**config.mk**
```make
export PLATFORM = sky130hd
export DESIGN_NAME = tdct_transfer
export DESIGN_NICKNAME = d
export VERILOG_FILES = /design/src/tdct_pkg.sv /design/src/tdct_stream_if.sv /design/src/tdct_fifo.sv /design/src/tdct_transfer.sv
export VERILOG_INCLUDE_DIRS = /design/src
export SDC_FILE = /design/constraint.sdc
export NUM_CORES = 1
export LEC_CHECK = 0
export ABC_CLOCK_PERIOD_IN_PS = 5700
export BUFFER_PORTS_ARGS = -buffer_cell sky130_fd_sc_hd__buf_4
export CORE_MARGIN = 5
export CORE_UTILIZATION = 35
export DETAILED_ROUTE_END_ITERATION = 6
export PLACE_DENSITY = 0.51
export SYNTH_ARGS = -nofsm -noshare
export SYNTH_HDL_FRONTEND = slang
export SYNTH_SLANG_ARGS = --single-unit
```
**constraint.sdc**
```tcl
create_clock -name clk_in -period 5.7 [get_ports clk_in]
set_input_delay 0.285 -clock clk_in [delete_from_list [all_inputs] [get_ports clk_in]]
set_output_delay 0.285 -clock clk_in [all_outputs]
set_load 0.03 [all_outputs]
```
**src/tdct_params.svh**
```systemverilog
// Purpose: Constants of the tape data channel transfer block.
// Assumes: An 18-bit word machine with core addresses in the low bits of a word.
// Notes: Times keep their printed unit; cycle counts are derived from the clock rate.
`ifndef TDCT_PARAMS_SVH
`define TDCT_PARAMS_SVH

// ----------------------------------------------------------------------------
// Fixed core locations of the channel words
// ----------------------------------------------------------------------------
`define TDCT_WC_LOC 15'h0018
`define TDCT_CA_LOC 15'h0019

// ----------------------------------------------------------------------------
// Status register layout and reset value
// ----------------------------------------------------------------------------
`define TDCT_STATUS_RESET 18'h00000
`define TDCT_UNIT_HI 17
`define TDCT_UNIT_LO 15
`define TDCT_REV_BIT 14
`define TDCT_GO_BIT 13
`define TDCT_CONT_BIT 12
`define TDCT_FUNC_HI 11
`define TDCT_FUNC_LO 9
`define TDCT_IE_BIT 8

// ----------------------------------------------------------------------------
// Timing
// ----------------------------------------------------------------------------
`define TDCT_CLK_MHZ 125
`define TDCT_WORD_PERIOD_US 200
`define TDCT_WORD_TOL_PCT 30
`define TDCT_STD_BLOCK_WORDS 256
`define TDCT_WORD_CYC (`TDCT_WORD_PERIOD_US * `TDCT_CLK_MHZ)
`define TDCT_WORD_MAX_CYC \
  ((`TDCT_WORD_PERIOD_US * (100 + `TDCT_WORD_TOL_PCT) * `TDCT_CLK_MHZ) / 100)
`define TDCT_TURN_CYC (`TDCT_STD_BLOCK_WORDS * `TDCT_WORD_CYC)

`endif

```
**src/tdct_pkg.sv**
```systemverilog
// Purpose: Types shared by the tape data channel transfer modules.
// Assumes: Nothing beyond the constants header.
// Notes: Function codes follow the three-bit function field.
package tdct_pkg;

  // --------------------------------------------------------------------------
  // Types
  // --------------------------------------------------------------------------
  typedef enum logic [2:0] {
    FN_MOVE = 3'h0,
    FN_SEARCH = 3'h1,
    FN_READ_DATA = 3'h2,
    FN_READ_ALL = 3'h3,
    FN_WRITE_DATA = 3'h4,
    FN_WRITE_ALL = 3'h5,
    FN_WRITE_TIMING = 3'h6,
    FN_UNUSED = 3'h7
  } tdct_func_t;

  typedef enum logic [2:0] {
    ST_IDLE = 3'h0,
    ST_RD_WC = 3'h1,
    ST_WR_WC = 3'h2,
    ST_RD_CA = 3'h3,
    ST_WR_CA = 3'h4,
    ST_XFER = 3'h5
  } tdct_state_t;

endpackage

```
**src/tdct_stream_if.sv**
```systemverilog
// Purpose: Valid/ready word stream between the transfer logic and its buffer.
// Assumes: One clock for both sides.
// Notes: A word moves on a cycle where valid and ready are both high.
`timescale 1ns/1ps

interface tdct_stream_if #(parameter int WIDTH = 18);
  logic [WIDTH-1:0] wdata;
  logic wvalid;
  logic wready;
  logic [WIDTH-1:0] rdata;
  logic rvalid;
  logic rready;

  modport fill (output wdata, output wvalid, input wready);
  modport drain (input rdata, input rvalid, output rready);
  modport fifo (input wdata, input wvalid, output wready,
                output rdata, output rvalid, input rready);
endinterface

```
**src/tdct_fifo.sv**
```systemverilog
// Purpose: Word buffer between tape intake and the memory data channel.
// Assumes: DEPTH is a power of two.
// Notes: Flush empties the buffer in one cycle and wins over a push.
`timescale 1ns/1ps

module tdct_fifo #(
  parameter int WIDTH = 18,
  parameter int DEPTH = 8
) (
  // Clock and reset
  input wire logic clk_in,
  input wire logic rst_n_in,
  // Control
  input wire logic flush_in,
  // Stream
  tdct_stream_if.fifo q
);
  localparam int AW = $clog2(DEPTH);

  generate
    if (DEPTH < 2 || (1 << AW) != DEPTH || $bits(q.wdata) != WIDTH) begin : g_bad
      $error("tdct_fifo: depth must be a power of two and width must match");
    end
  endgenerate

  logic [WIDTH-1:0] store [DEPTH];
  logic [AW:0] wr_ptr;
  logic [AW:0] rd_ptr;

  wire empty = (wr_ptr == rd_ptr);
  wire full = (wr_ptr[AW-1:0] == rd_ptr[AW-1:0]) && (wr_ptr[AW] != rd_ptr[AW]);
  wire push = q.wvalid && !full;
  wire pop = q.rready && !empty;

  assign q.wready = !full;
  assign q.rvalid = !empty;
  assign q.rdata = store[rd_ptr[AW-1:0]];

  always_ff @(posedge clk_in or negedge rst_n_in) begin
    if (!rst_n_in) begin
      wr_ptr <= '0;
      rd_ptr <= '0;
    end else if (flush_in) begin
      wr_ptr <= '0;
      rd_ptr <= '0;
    end else begin
      wr_ptr <= wr_ptr + (AW+1)'(push);
      rd_ptr <= rd_ptr + (AW+1)'(pop);
    end
  end

  always_ff @(posedge clk_in) begin
    if (push) begin
      store[wr_ptr[AW-1:0]] <= q.wdata;
    end
  end
endmodule

```
**src/tdct_transfer.sv**
```systemverilog
// Purpose: Data channel transfer control of a block-formatted tape controller.
// Assumes: Memory answers each request with a one-cycle ack; tape strobes are synchronous.
// Notes: The channel words live in core, so every word costs five memory cycles.
`timescale 1ns/1ps
`include "tdct_params.svh"

module tdct_transfer
  import tdct_pkg::*;
#(
  parameter int WORD_W = 18,
  parameter int ADDR_W = 15,
  parameter int FIFO_DEPTH = 8,
  parameter int WORD_MAX_CYCLES = `TDCT_WORD_MAX_CYC,
  parameter int TURN_CYCLES = `TDCT_TURN_CYC
) (
  // Clock and reset
  input wire logic clk_in,
  input wire logic reset_n_in,
  // Status commands from the processor
  input wire logic [WORD_W-1:0] acc_in,
  input wire logic load_status_command_in,
  input wire logic xor_status_command_in,
  output logic [WORD_W-1:0] status_out,
  // Tape read words
  input wire logic [WORD_W-1:0] tape_word_in,
  input wire logic tape_word_valid_in,
  output logic tape_word_ready_out,
  input wire logic tape_block_end_in,
  input wire logic [WORD_W-1:0] parity_check_character_in,
  // Tape write words
  output logic [WORD_W-1:0] tape_wr_word_out,
  output logic tape_wr_valid_out,
  input wire logic tape_wr_ready_in,
  output logic record_enable_out,
  // Memory data channel
  output logic mem_req_out,
  output logic mem_we_out,
  output logic [ADDR_W-1:0] mem_addr_out,
  output logic [WORD_W-1:0] mem_wdata_out,
  input wire logic [WORD_W-1:0] mem_rdata_in,
  input wire logic mem_ack_in,
  // Condition flags
  output logic wc_overflow_out,
  output logic parity_error_out,
  output logic timing_error_out,
  output logic up_to_speed_out
);
  localparam int TW = $clog2(TURN_CYCLES + 1);
  localparam int CW = $clog2(WORD_MAX_CYCLES + 1);

  generate
    if (WORD_W != 18 || ADDR_W > WORD_W || WORD_MAX_CYCLES < 1 || TURN_CYCLES < 8)
    begin : g_bad
      $error("tdct_transfer: unsupported parameter values");
    end
  endgenerate

  // --------------------------------------------------------------------------
  // Helpers
  // --------------------------------------------------------------------------
  function automatic logic [WORD_W-1:0] inc_word(input logic [WORD_W-1:0] w);
    inc_word = w + WORD_W'(1);
  endfunction

  function automatic logic [17:0] rev_groups(input logic [17:0] w);
    logic [17:0] r;
    r = '0;
    for (int i = 0; i < 6; i++) begin
      r[3*i +: 3] = w[3*(5-i) +: 3];
    end
    rev_groups = r;
  endfunction

  // --------------------------------------------------------------------------
  // Reset release
  // --------------------------------------------------------------------------
  logic rst_meta;
  logic rst_n;

  always_ff @(posedge clk_in or negedge reset_n_in) begin
    if (!reset_n_in) begin
      rst_meta <= 1'b0;
      rst_n <= 1'b0;
    end else begin
      rst_meta <= 1'b1;
      rst_n <= rst_meta;
    end
  end

  // --------------------------------------------------------------------------
  // Status register
  // --------------------------------------------------------------------------
  logic [WORD_W-1:0] status;
  logic [WORD_W-1:0] next_status;

  // A full load wins over the exclusive-or when both arrive together.
  assign next_status = load_status_command_in ? acc_in :
                       xor_status_command_in ? (status ^ acc_in) : status;

  always_ff @(posedge clk_in or negedge rst_n) begin
    if (!rst_n) begin
      status <= `TDCT_STATUS_RESET;
    end else begin
      status <= next_status;
    end
  end

  wire tdct_func_t func = tdct_func_t'(status[`TDCT_FUNC_HI:`TDCT_FUNC_LO]);
  wire go = status[`TDCT_GO_BIT];
  wire rev = status[`TDCT_REV_BIT];
  wire func_read = go && (func == FN_READ_DATA || func == FN_READ_ALL);
  wire func_write = go && (func == FN_WRITE_DATA || func == FN_WRITE_ALL);
  assign status_out = status;

  // --------------------------------------------------------------------------
  // Turnaround settling
  // --------------------------------------------------------------------------
  logic prev_rev;
  logic prev_go;
  logic [TW-1:0] turn_cnt;

  // Direction flipped while run stayed set on both sides of the change.
  wire turnaround = go && prev_go && (rev != prev_rev);

  always_ff @(posedge clk_in or negedge rst_n) begin
    if (!rst_n) begin
      prev_rev <= 1'b0;
      prev_go <= 1'b0;
      turn_cnt <= '0;
    end else begin
      prev_rev <= rev;
      prev_go <= go;
      if (turnaround) begin
        turn_cnt <= TW'(TURN_CYCLES);
      end else if (turn_cnt != '0) begin
        turn_cnt <= turn_cnt - TW'(1);
      end
    end
  end

  assign up_to_speed_out = (turn_cnt == '0);

  // --------------------------------------------------------------------------
  // Tape intake and buffer
  // --------------------------------------------------------------------------
  logic wc_overflow;
  tdct_stream_if #(.WIDTH(WORD_W)) rd_q ();

  // Words arriving before the tape is at speed are missed, not stored.
  wire intake_open = func_read && up_to_speed_out && !wc_overflow;
  wire take_word = tape_word_valid_in && tape_word_ready_out;
  assign tape_word_ready_out = rd_q.wready && intake_open;
  assign rd_q.wvalid = tape_word_valid_in && intake_open;
  assign rd_q.wdata = rev ? rev_groups(tape_word_in) : tape_word_in;

  // Arrival order is kept, so a reversed block lands last word first.
  tdct_fifo #(.WIDTH(WORD_W), .DEPTH(FIFO_DEPTH)) u_fifo (
    .clk_in(clk_in),
    .rst_n_in(rst_n),
    .flush_in(load_status_command_in),
    .q(rd_q)
  );

  // --------------------------------------------------------------------------
  // Channel sequencer
  // --------------------------------------------------------------------------
  tdct_state_t state;
  tdct_state_t next_state;
  logic xfer_wr;
  logic [ADDR_W-1:0] next_addr;
  logic [WORD_W-1:0] next_wdata;
  logic next_we;
  logic tape_wr_valid;

  wire start_rd = rd_q.rvalid && !wc_overflow;
  wire start_wr = func_write && !wc_overflow && !tape_wr_valid && up_to_speed_out;

  always_comb begin
    next_state = state;
    unique case (state)
      ST_IDLE: begin
        if (start_rd || start_wr) begin
          next_state = ST_RD_WC;
        end
      end
      ST_RD_WC: if (mem_ack_in) next_state = ST_WR_WC;
      ST_WR_WC: if (mem_ack_in) next_state = ST_RD_CA;
      ST_RD_CA: if (mem_ack_in) next_state = ST_WR_CA;
      ST_WR_CA: if (mem_ack_in) next_state = ST_XFER;
      ST_XFER: if (mem_ack_in) next_state = ST_IDLE;
      default: next_state = ST_IDLE;
    endcase
  end

  // Count word first, then the pointer is pre-incremented and used at once.
  assign next_addr = (next_state == ST_RD_WC || next_state == ST_WR_WC) ? `TDCT_WC_LOC :
                     (next_state == ST_XFER) ? mem_wdata_out[ADDR_W-1:0] :
                     `TDCT_CA_LOC;
  assign next_wdata = (next_state == ST_XFER) ? rd_q.rdata :
                      inc_word(mem_rdata_in);
  assign next_we = (next_state == ST_WR_WC || next_state == ST_WR_CA) ||
                   (next_state == ST_XFER && !xfer_wr);

  always_ff @(posedge clk_in or negedge rst_n) begin
    if (!rst_n) begin
      state <= ST_IDLE;
      xfer_wr <= 1'b0;
      mem_addr_out <= '0;
      mem_wdata_out <= '0;
      mem_we_out <= 1'b0;
    end else begin
      state <= next_state;
      if (state == ST_IDLE && next_state == ST_RD_WC) begin
        xfer_wr <= !start_rd;
      end
      if (next_state != state) begin
        mem_addr_out <= next_addr;
        mem_wdata_out <= next_wdata;
        mem_we_out <= next_we;
      end
    end
  end

  assign mem_req_out = (state != ST_IDLE);
  assign rd_q.rready = (state == ST_XFER) && mem_ack_in && !xfer_wr;

  // --------------------------------------------------------------------------
  // Count overflow and tape write word
  // --------------------------------------------------------------------------
  wire wc_wrap = (state == ST_WR_WC) && mem_ack_in && (mem_wdata_out == '0);

  always_ff @(posedge clk_in or negedge rst_n) begin
    if (!rst_n) begin
      wc_overflow <= 1'b0;
      tape_wr_valid <= 1'b0;
      tape_wr_word_out <= '0;
    end else begin
      if (wc_wrap) begin
        wc_overflow <= 1'b1;
      end else if (load_status_command_in) begin
        wc_overflow <= 1'b0;
      end
      if (state == ST_XFER && mem_ack_in && xfer_wr) begin
        tape_wr_valid <= 1'b1;
        tape_wr_word_out <= mem_rdata_in;
      end else if (tape_wr_ready_in) begin
        tape_wr_valid <= 1'b0;
      end
    end
  end

  assign wc_overflow_out = wc_overflow;
  assign tape_wr_valid_out = tape_wr_valid;
  // The word fetched with the overflowing count is still recorded, then writing stops.
  assign record_enable_out = func_write && (!wc_overflow || tape_wr_valid);

  // --------------------------------------------------------------------------
  // Parity check character
  // --------------------------------------------------------------------------
  logic [WORD_W-1:0] pcc_acc;
  logic [WORD_W-1:0] pair_hold;
  logic pair_odd;

  wire read_data_fn = go && (func == FN_READ_DATA);
  // Words fold in pairs; an odd last word is never folded in, hence the false error.
  wire pcc_bad = pair_odd || (pcc_acc != parity_check_character_in);
  wire parity_set = tape_block_end_in && read_data_fn && pcc_bad;

  always_ff @(posedge clk_in or negedge rst_n) begin
    if (!rst_n) begin
      pcc_acc <= '0;
      pair_hold <= '0;
      pair_odd <= 1'b0;
      parity_error_out <= 1'b0;
    end else begin
      if (tape_block_end_in) begin
        pcc_acc <= '0;
        pair_odd <= 1'b0;
      end else if (take_word && read_data_fn) begin
        pair_odd <= !pair_odd;
        pair_hold <= tape_word_in;
        if (pair_odd) begin
          pcc_acc <= pcc_acc ^ pair_hold ^ tape_word_in;
        end
      end
      if (parity_set) begin
        parity_error_out <= 1'b1;
      end else if (load_status_command_in) begin
        parity_error_out <= 1'b0;
      end
    end
  end

  // --------------------------------------------------------------------------
  // Word service time
  // --------------------------------------------------------------------------
  logic [CW-1:0] wait_cnt;

  wire req_pending = start_rd || start_wr || (state != ST_IDLE);
  wire served = (state == ST_XFER) && mem_ack_in;

  always_ff @(posedge clk_in or negedge rst_n) begin
    if (!rst_n) begin
      wait_cnt <= '0;
      timing_error_out <= 1'b0;
    end else begin
      if (served || !req_pending) begin
        wait_cnt <= '0;
      end else if (wait_cnt != CW'(WORD_MAX_CYCLES)) begin
        wait_cnt <= wait_cnt + CW'(1);
      end
      if (req_pending && !served && wait_cnt == CW'(WORD_MAX_CYCLES)) begin
        timing_error_out <= 1'b1;
      end else if (load_status_command_in) begin
        timing_error_out <= 1'b0;
      end
    end
  end
endmodule

```
==> flow_summary.toml <==
[sta]
clock_skew_ns = 0.0182
max_freq_mhz = 307
worst_slew_margin_rel_pct = 24.2
worst_slew_pin_slew_ns = 1.13
final_period_minus_worst_setup_slack_ns = 3.26
report.final.setup_viol = 0
hold_viol_final = 0
maxSlewViolCount = 0
rsz0062_at_grt = "no"
totalNegativeSetupSlack_ns = 0
finalCritPeriodShare_pct = 57.1

[synthesis]
yosysUniqueCellTypes = 61
netlist_area_um2 = 14000
postSynthRegisterBits = 309
async_flop_share_pct = 53.4
synth_cells = 1048
ys_seq_area_share_pct = 60.3
ys_dominant_reg_cell = "dfrtp_1"
synth_largest_area_cell = "edfxtp_1"
synth_largest_type_area_fraction_pct = 30.8
synth_edf_count = 144
synth_area_per_cell_um2 = 13.4
synth_area_leaders = "edfxtp_1 31%, dfrtp_1 29%, mux4_2 5.8%"
yosys_warnings = 0
syn-num-nets = 1136

[detailed_routing]
drt-pass1-iter-count = 4
detailedRoute.firstIterationViolations = 474
vias = 8940
ant_nets = 0
wl_per_cell_um = 19.2
wirelength_um = 34100
drc = 0
detail_route.vias_per_cell = 5.04

[global_route]
maximum_number_of_pins_on_one_net_before_global_route_repair = 164
number_of_antenna_violations_at_the_first_check_in_global_routing = 1
grtUsageTotal_pct = 15.3
global_route_wire_length_before_repair_um = 53700
grt_overflow = 0
grt_pass1_vias = 9263

[finish]
fin_nets = 1312
post_layout_nonfiller_instances = 1775
drive_gt1_share_pct = 27.7
final_core_util_pct = 43.0
antenna_cells = 0
syn2layout_area_growth_pct = 21.9

[clock_tree]
cts_repair_resize_count = 0
h-tree-depth = 2
cts_buffer_depth = 3
worst_setup_hold_path_clk_slew_ns = 0.05
cts_setup_buffers = 0
cts.root.buffer_cell = "clkbuf_16"
cts_tree = "yes"
numCtsBuffers = 36
hold_fix_buffer_count_after_cts = 21
cts.sink_count = 309
worst_skew_pair_latency_ns = 0.51

[floorplan]
die_extent_in_x_um = 210
initial_core_util_pct = 35.3
pin_count = 158
chipHeight_um = 210
std_cell_rows = 73
die_area_um2 = 44200
core_area_um2 = 39700

[worst_setup_path]
cp.required_ns = 6.08
critical_path_class = "reg -> reg"
crit_end_category = "register"
worst_setup_path_start_kind = "register"
crit_arrival_ns = 3.64
crit_fanout = 43

[place]
routabilityCongestion = 0.749
dp_hpwl_um = 23300
total_placed_cells_including_tap_cells = 1690
io_buffer_count = 157

[pwr]
ir_drop_mv = 0.157
p_leak_uw = 0.00668
pwr_density_cell_nw_per_um2 = 362

[flow_run]
drv_cap = 0

[hold_path]
hp-class = "in -> reg"

[outcome]
run_status = "finished clean"
-- stage by stage --
stage / setup WS [ns] / power (uW) / hold WS, ns / area [um^2]
floorplan: 0.762 / 3610 / -0.0106 / 14000
global placement: 2.52 / 4060 / 0.0673 / 15800
CTS: 2.44 / 6300 / 0.00527 / 17100
global route: 2.29 / 6530 / 0.0148 / 17100
finish: 2.44 / 6190 / 0.0373 / 17100
detailed placement: 2.44 / 4090 / 0.0696 / 15800
-- Yosys cell counts (2+ instances only) --
library cell  instances
clkbuf_1             40
a32o_1               18
mux4_2               36
nor3_1               10
buf_2                 9
buf_1                 4
o31ai_1              25
and4_1                4
mux2_2               63
nand2_1              68
a21oi_1              46
mux2i_1              21
dfrtp_1             165
o211ai_1              4
or2_2                 4
ha_1                  8
nand3b_1              2
nand2b_1              9
nor2b_1              17
nor4_1               11
nor2_1               47
o2bb2ai_1             2
a211oi_1             15
xnor2_1              27
and3_1                9
edfxtp_1            144
or3_1                18
o21ai_0              36
or4_1                28
a31oi_1               5
xor2_1               47
inv_1                28
and2_1                4
mux2_4               10
nand3_1              19
nand4_1              20
-- registers in the layout, summed over array words and instances (netlist names), 15 cells and up --
name and cells:
mem_addr_out 15, pcc_acc 18, pair_hold 18, turn_cnt 23, status_out 18, u_fifo.store 144, tape_wr_word_out 18, wait_cnt 15
mem_wdata_out 18
-- layout by cell type, fill, tap and decap left out, types with 36 or more instances in the layout --
cell type  count
clkbuf_16     37
xor2_1        47
o21ai_0       36
edfxtp_1     144
dfrtp_1      163
nor2_1        47
a21oi_1       46
nand2_1       68
mux4_2        36
mux2_2        63
buf_4        171
-- cell type report --
type | instances | area (um^2)
Sequential cell | 309 | 8460
Tap cell | 525 | 657
Multi-Input combinational cell | 656 | 5250
Fill cell | 3694 | 22600
Inverter | 28 | 105
Clock inverter | 12 | 86.3
Timing Repair Buffer | 193 | 1510
Clock buffer | 52 | 1020
-- path summary, 6_finish.rpt --
| kind | cells after the start | slack, ns | endpoint | start |
|---|---|---|---|---|
| max in group asynchronous | 1 | 4.53 | tape_wr_word_out[6] | rst_n |
| min reg2reg | 0 | 0.35 | rst_n | rst_meta |
| max | 8 | 2.44 | pair_hold[10] | turn_cnt[0] |
| min in group asynchronous | 2 | 0.10 | rst_n | reset_n_in |
| min | 2 | 0.04 | tape_wr_word_out[5] | mem_rdata_in[5] |
| max reg2reg | 8 | 2.44 | pair_hold[10] | turn_cnt[0] |
-- metal layers --
layer | track usage [%] | routed length [um]
met1 | 21.7 | 16000
met2 | 24.5 | 16000
met3 | 3.07 | 1570
met4 | 3.33 | 490
met5 | 0 | 0
-- report_power, final --
group | switching, uW | total [uW] | internal, uW
clock network | 869 | 2160 | 1290
logic | 742 | 1260 | 520
registers | 222 | 2770 | 2550
-- worst max-delay path, cell delays in order, from the launching register on --
cell     delay [ns]
dfrtp_1        0.39
inv_1          0.10
ha_1           0.18
or3b_1         0.40
nor3_2         0.35
nand4_2        0.17
buf_4          0.28
or3_1          0.79
mux2_4         0.44
-- logic make-up (layout without fill, tap and decap cells) --
kind of cell | Yosys count | in the layout | share of synthesized area [%]
flip-flops | 309 | 309 | 60.3
AND/OR/NAND/NOR | 279 | 279 | 10.8
AO/OA/AOI/OAI | 164 | 164 | 7.78
multiplexers | 130 | 130 | 13.4
buffers and inverters | 83 | 285 | 2.38
XOR/XNOR | 74 | 74 | 4.62
adder cells (fa/ha/maj) | 8 | 8 | 0.714
other | 1 | 1 | 0.0267
Note: power is estimated with default switching activity, not from simulation.
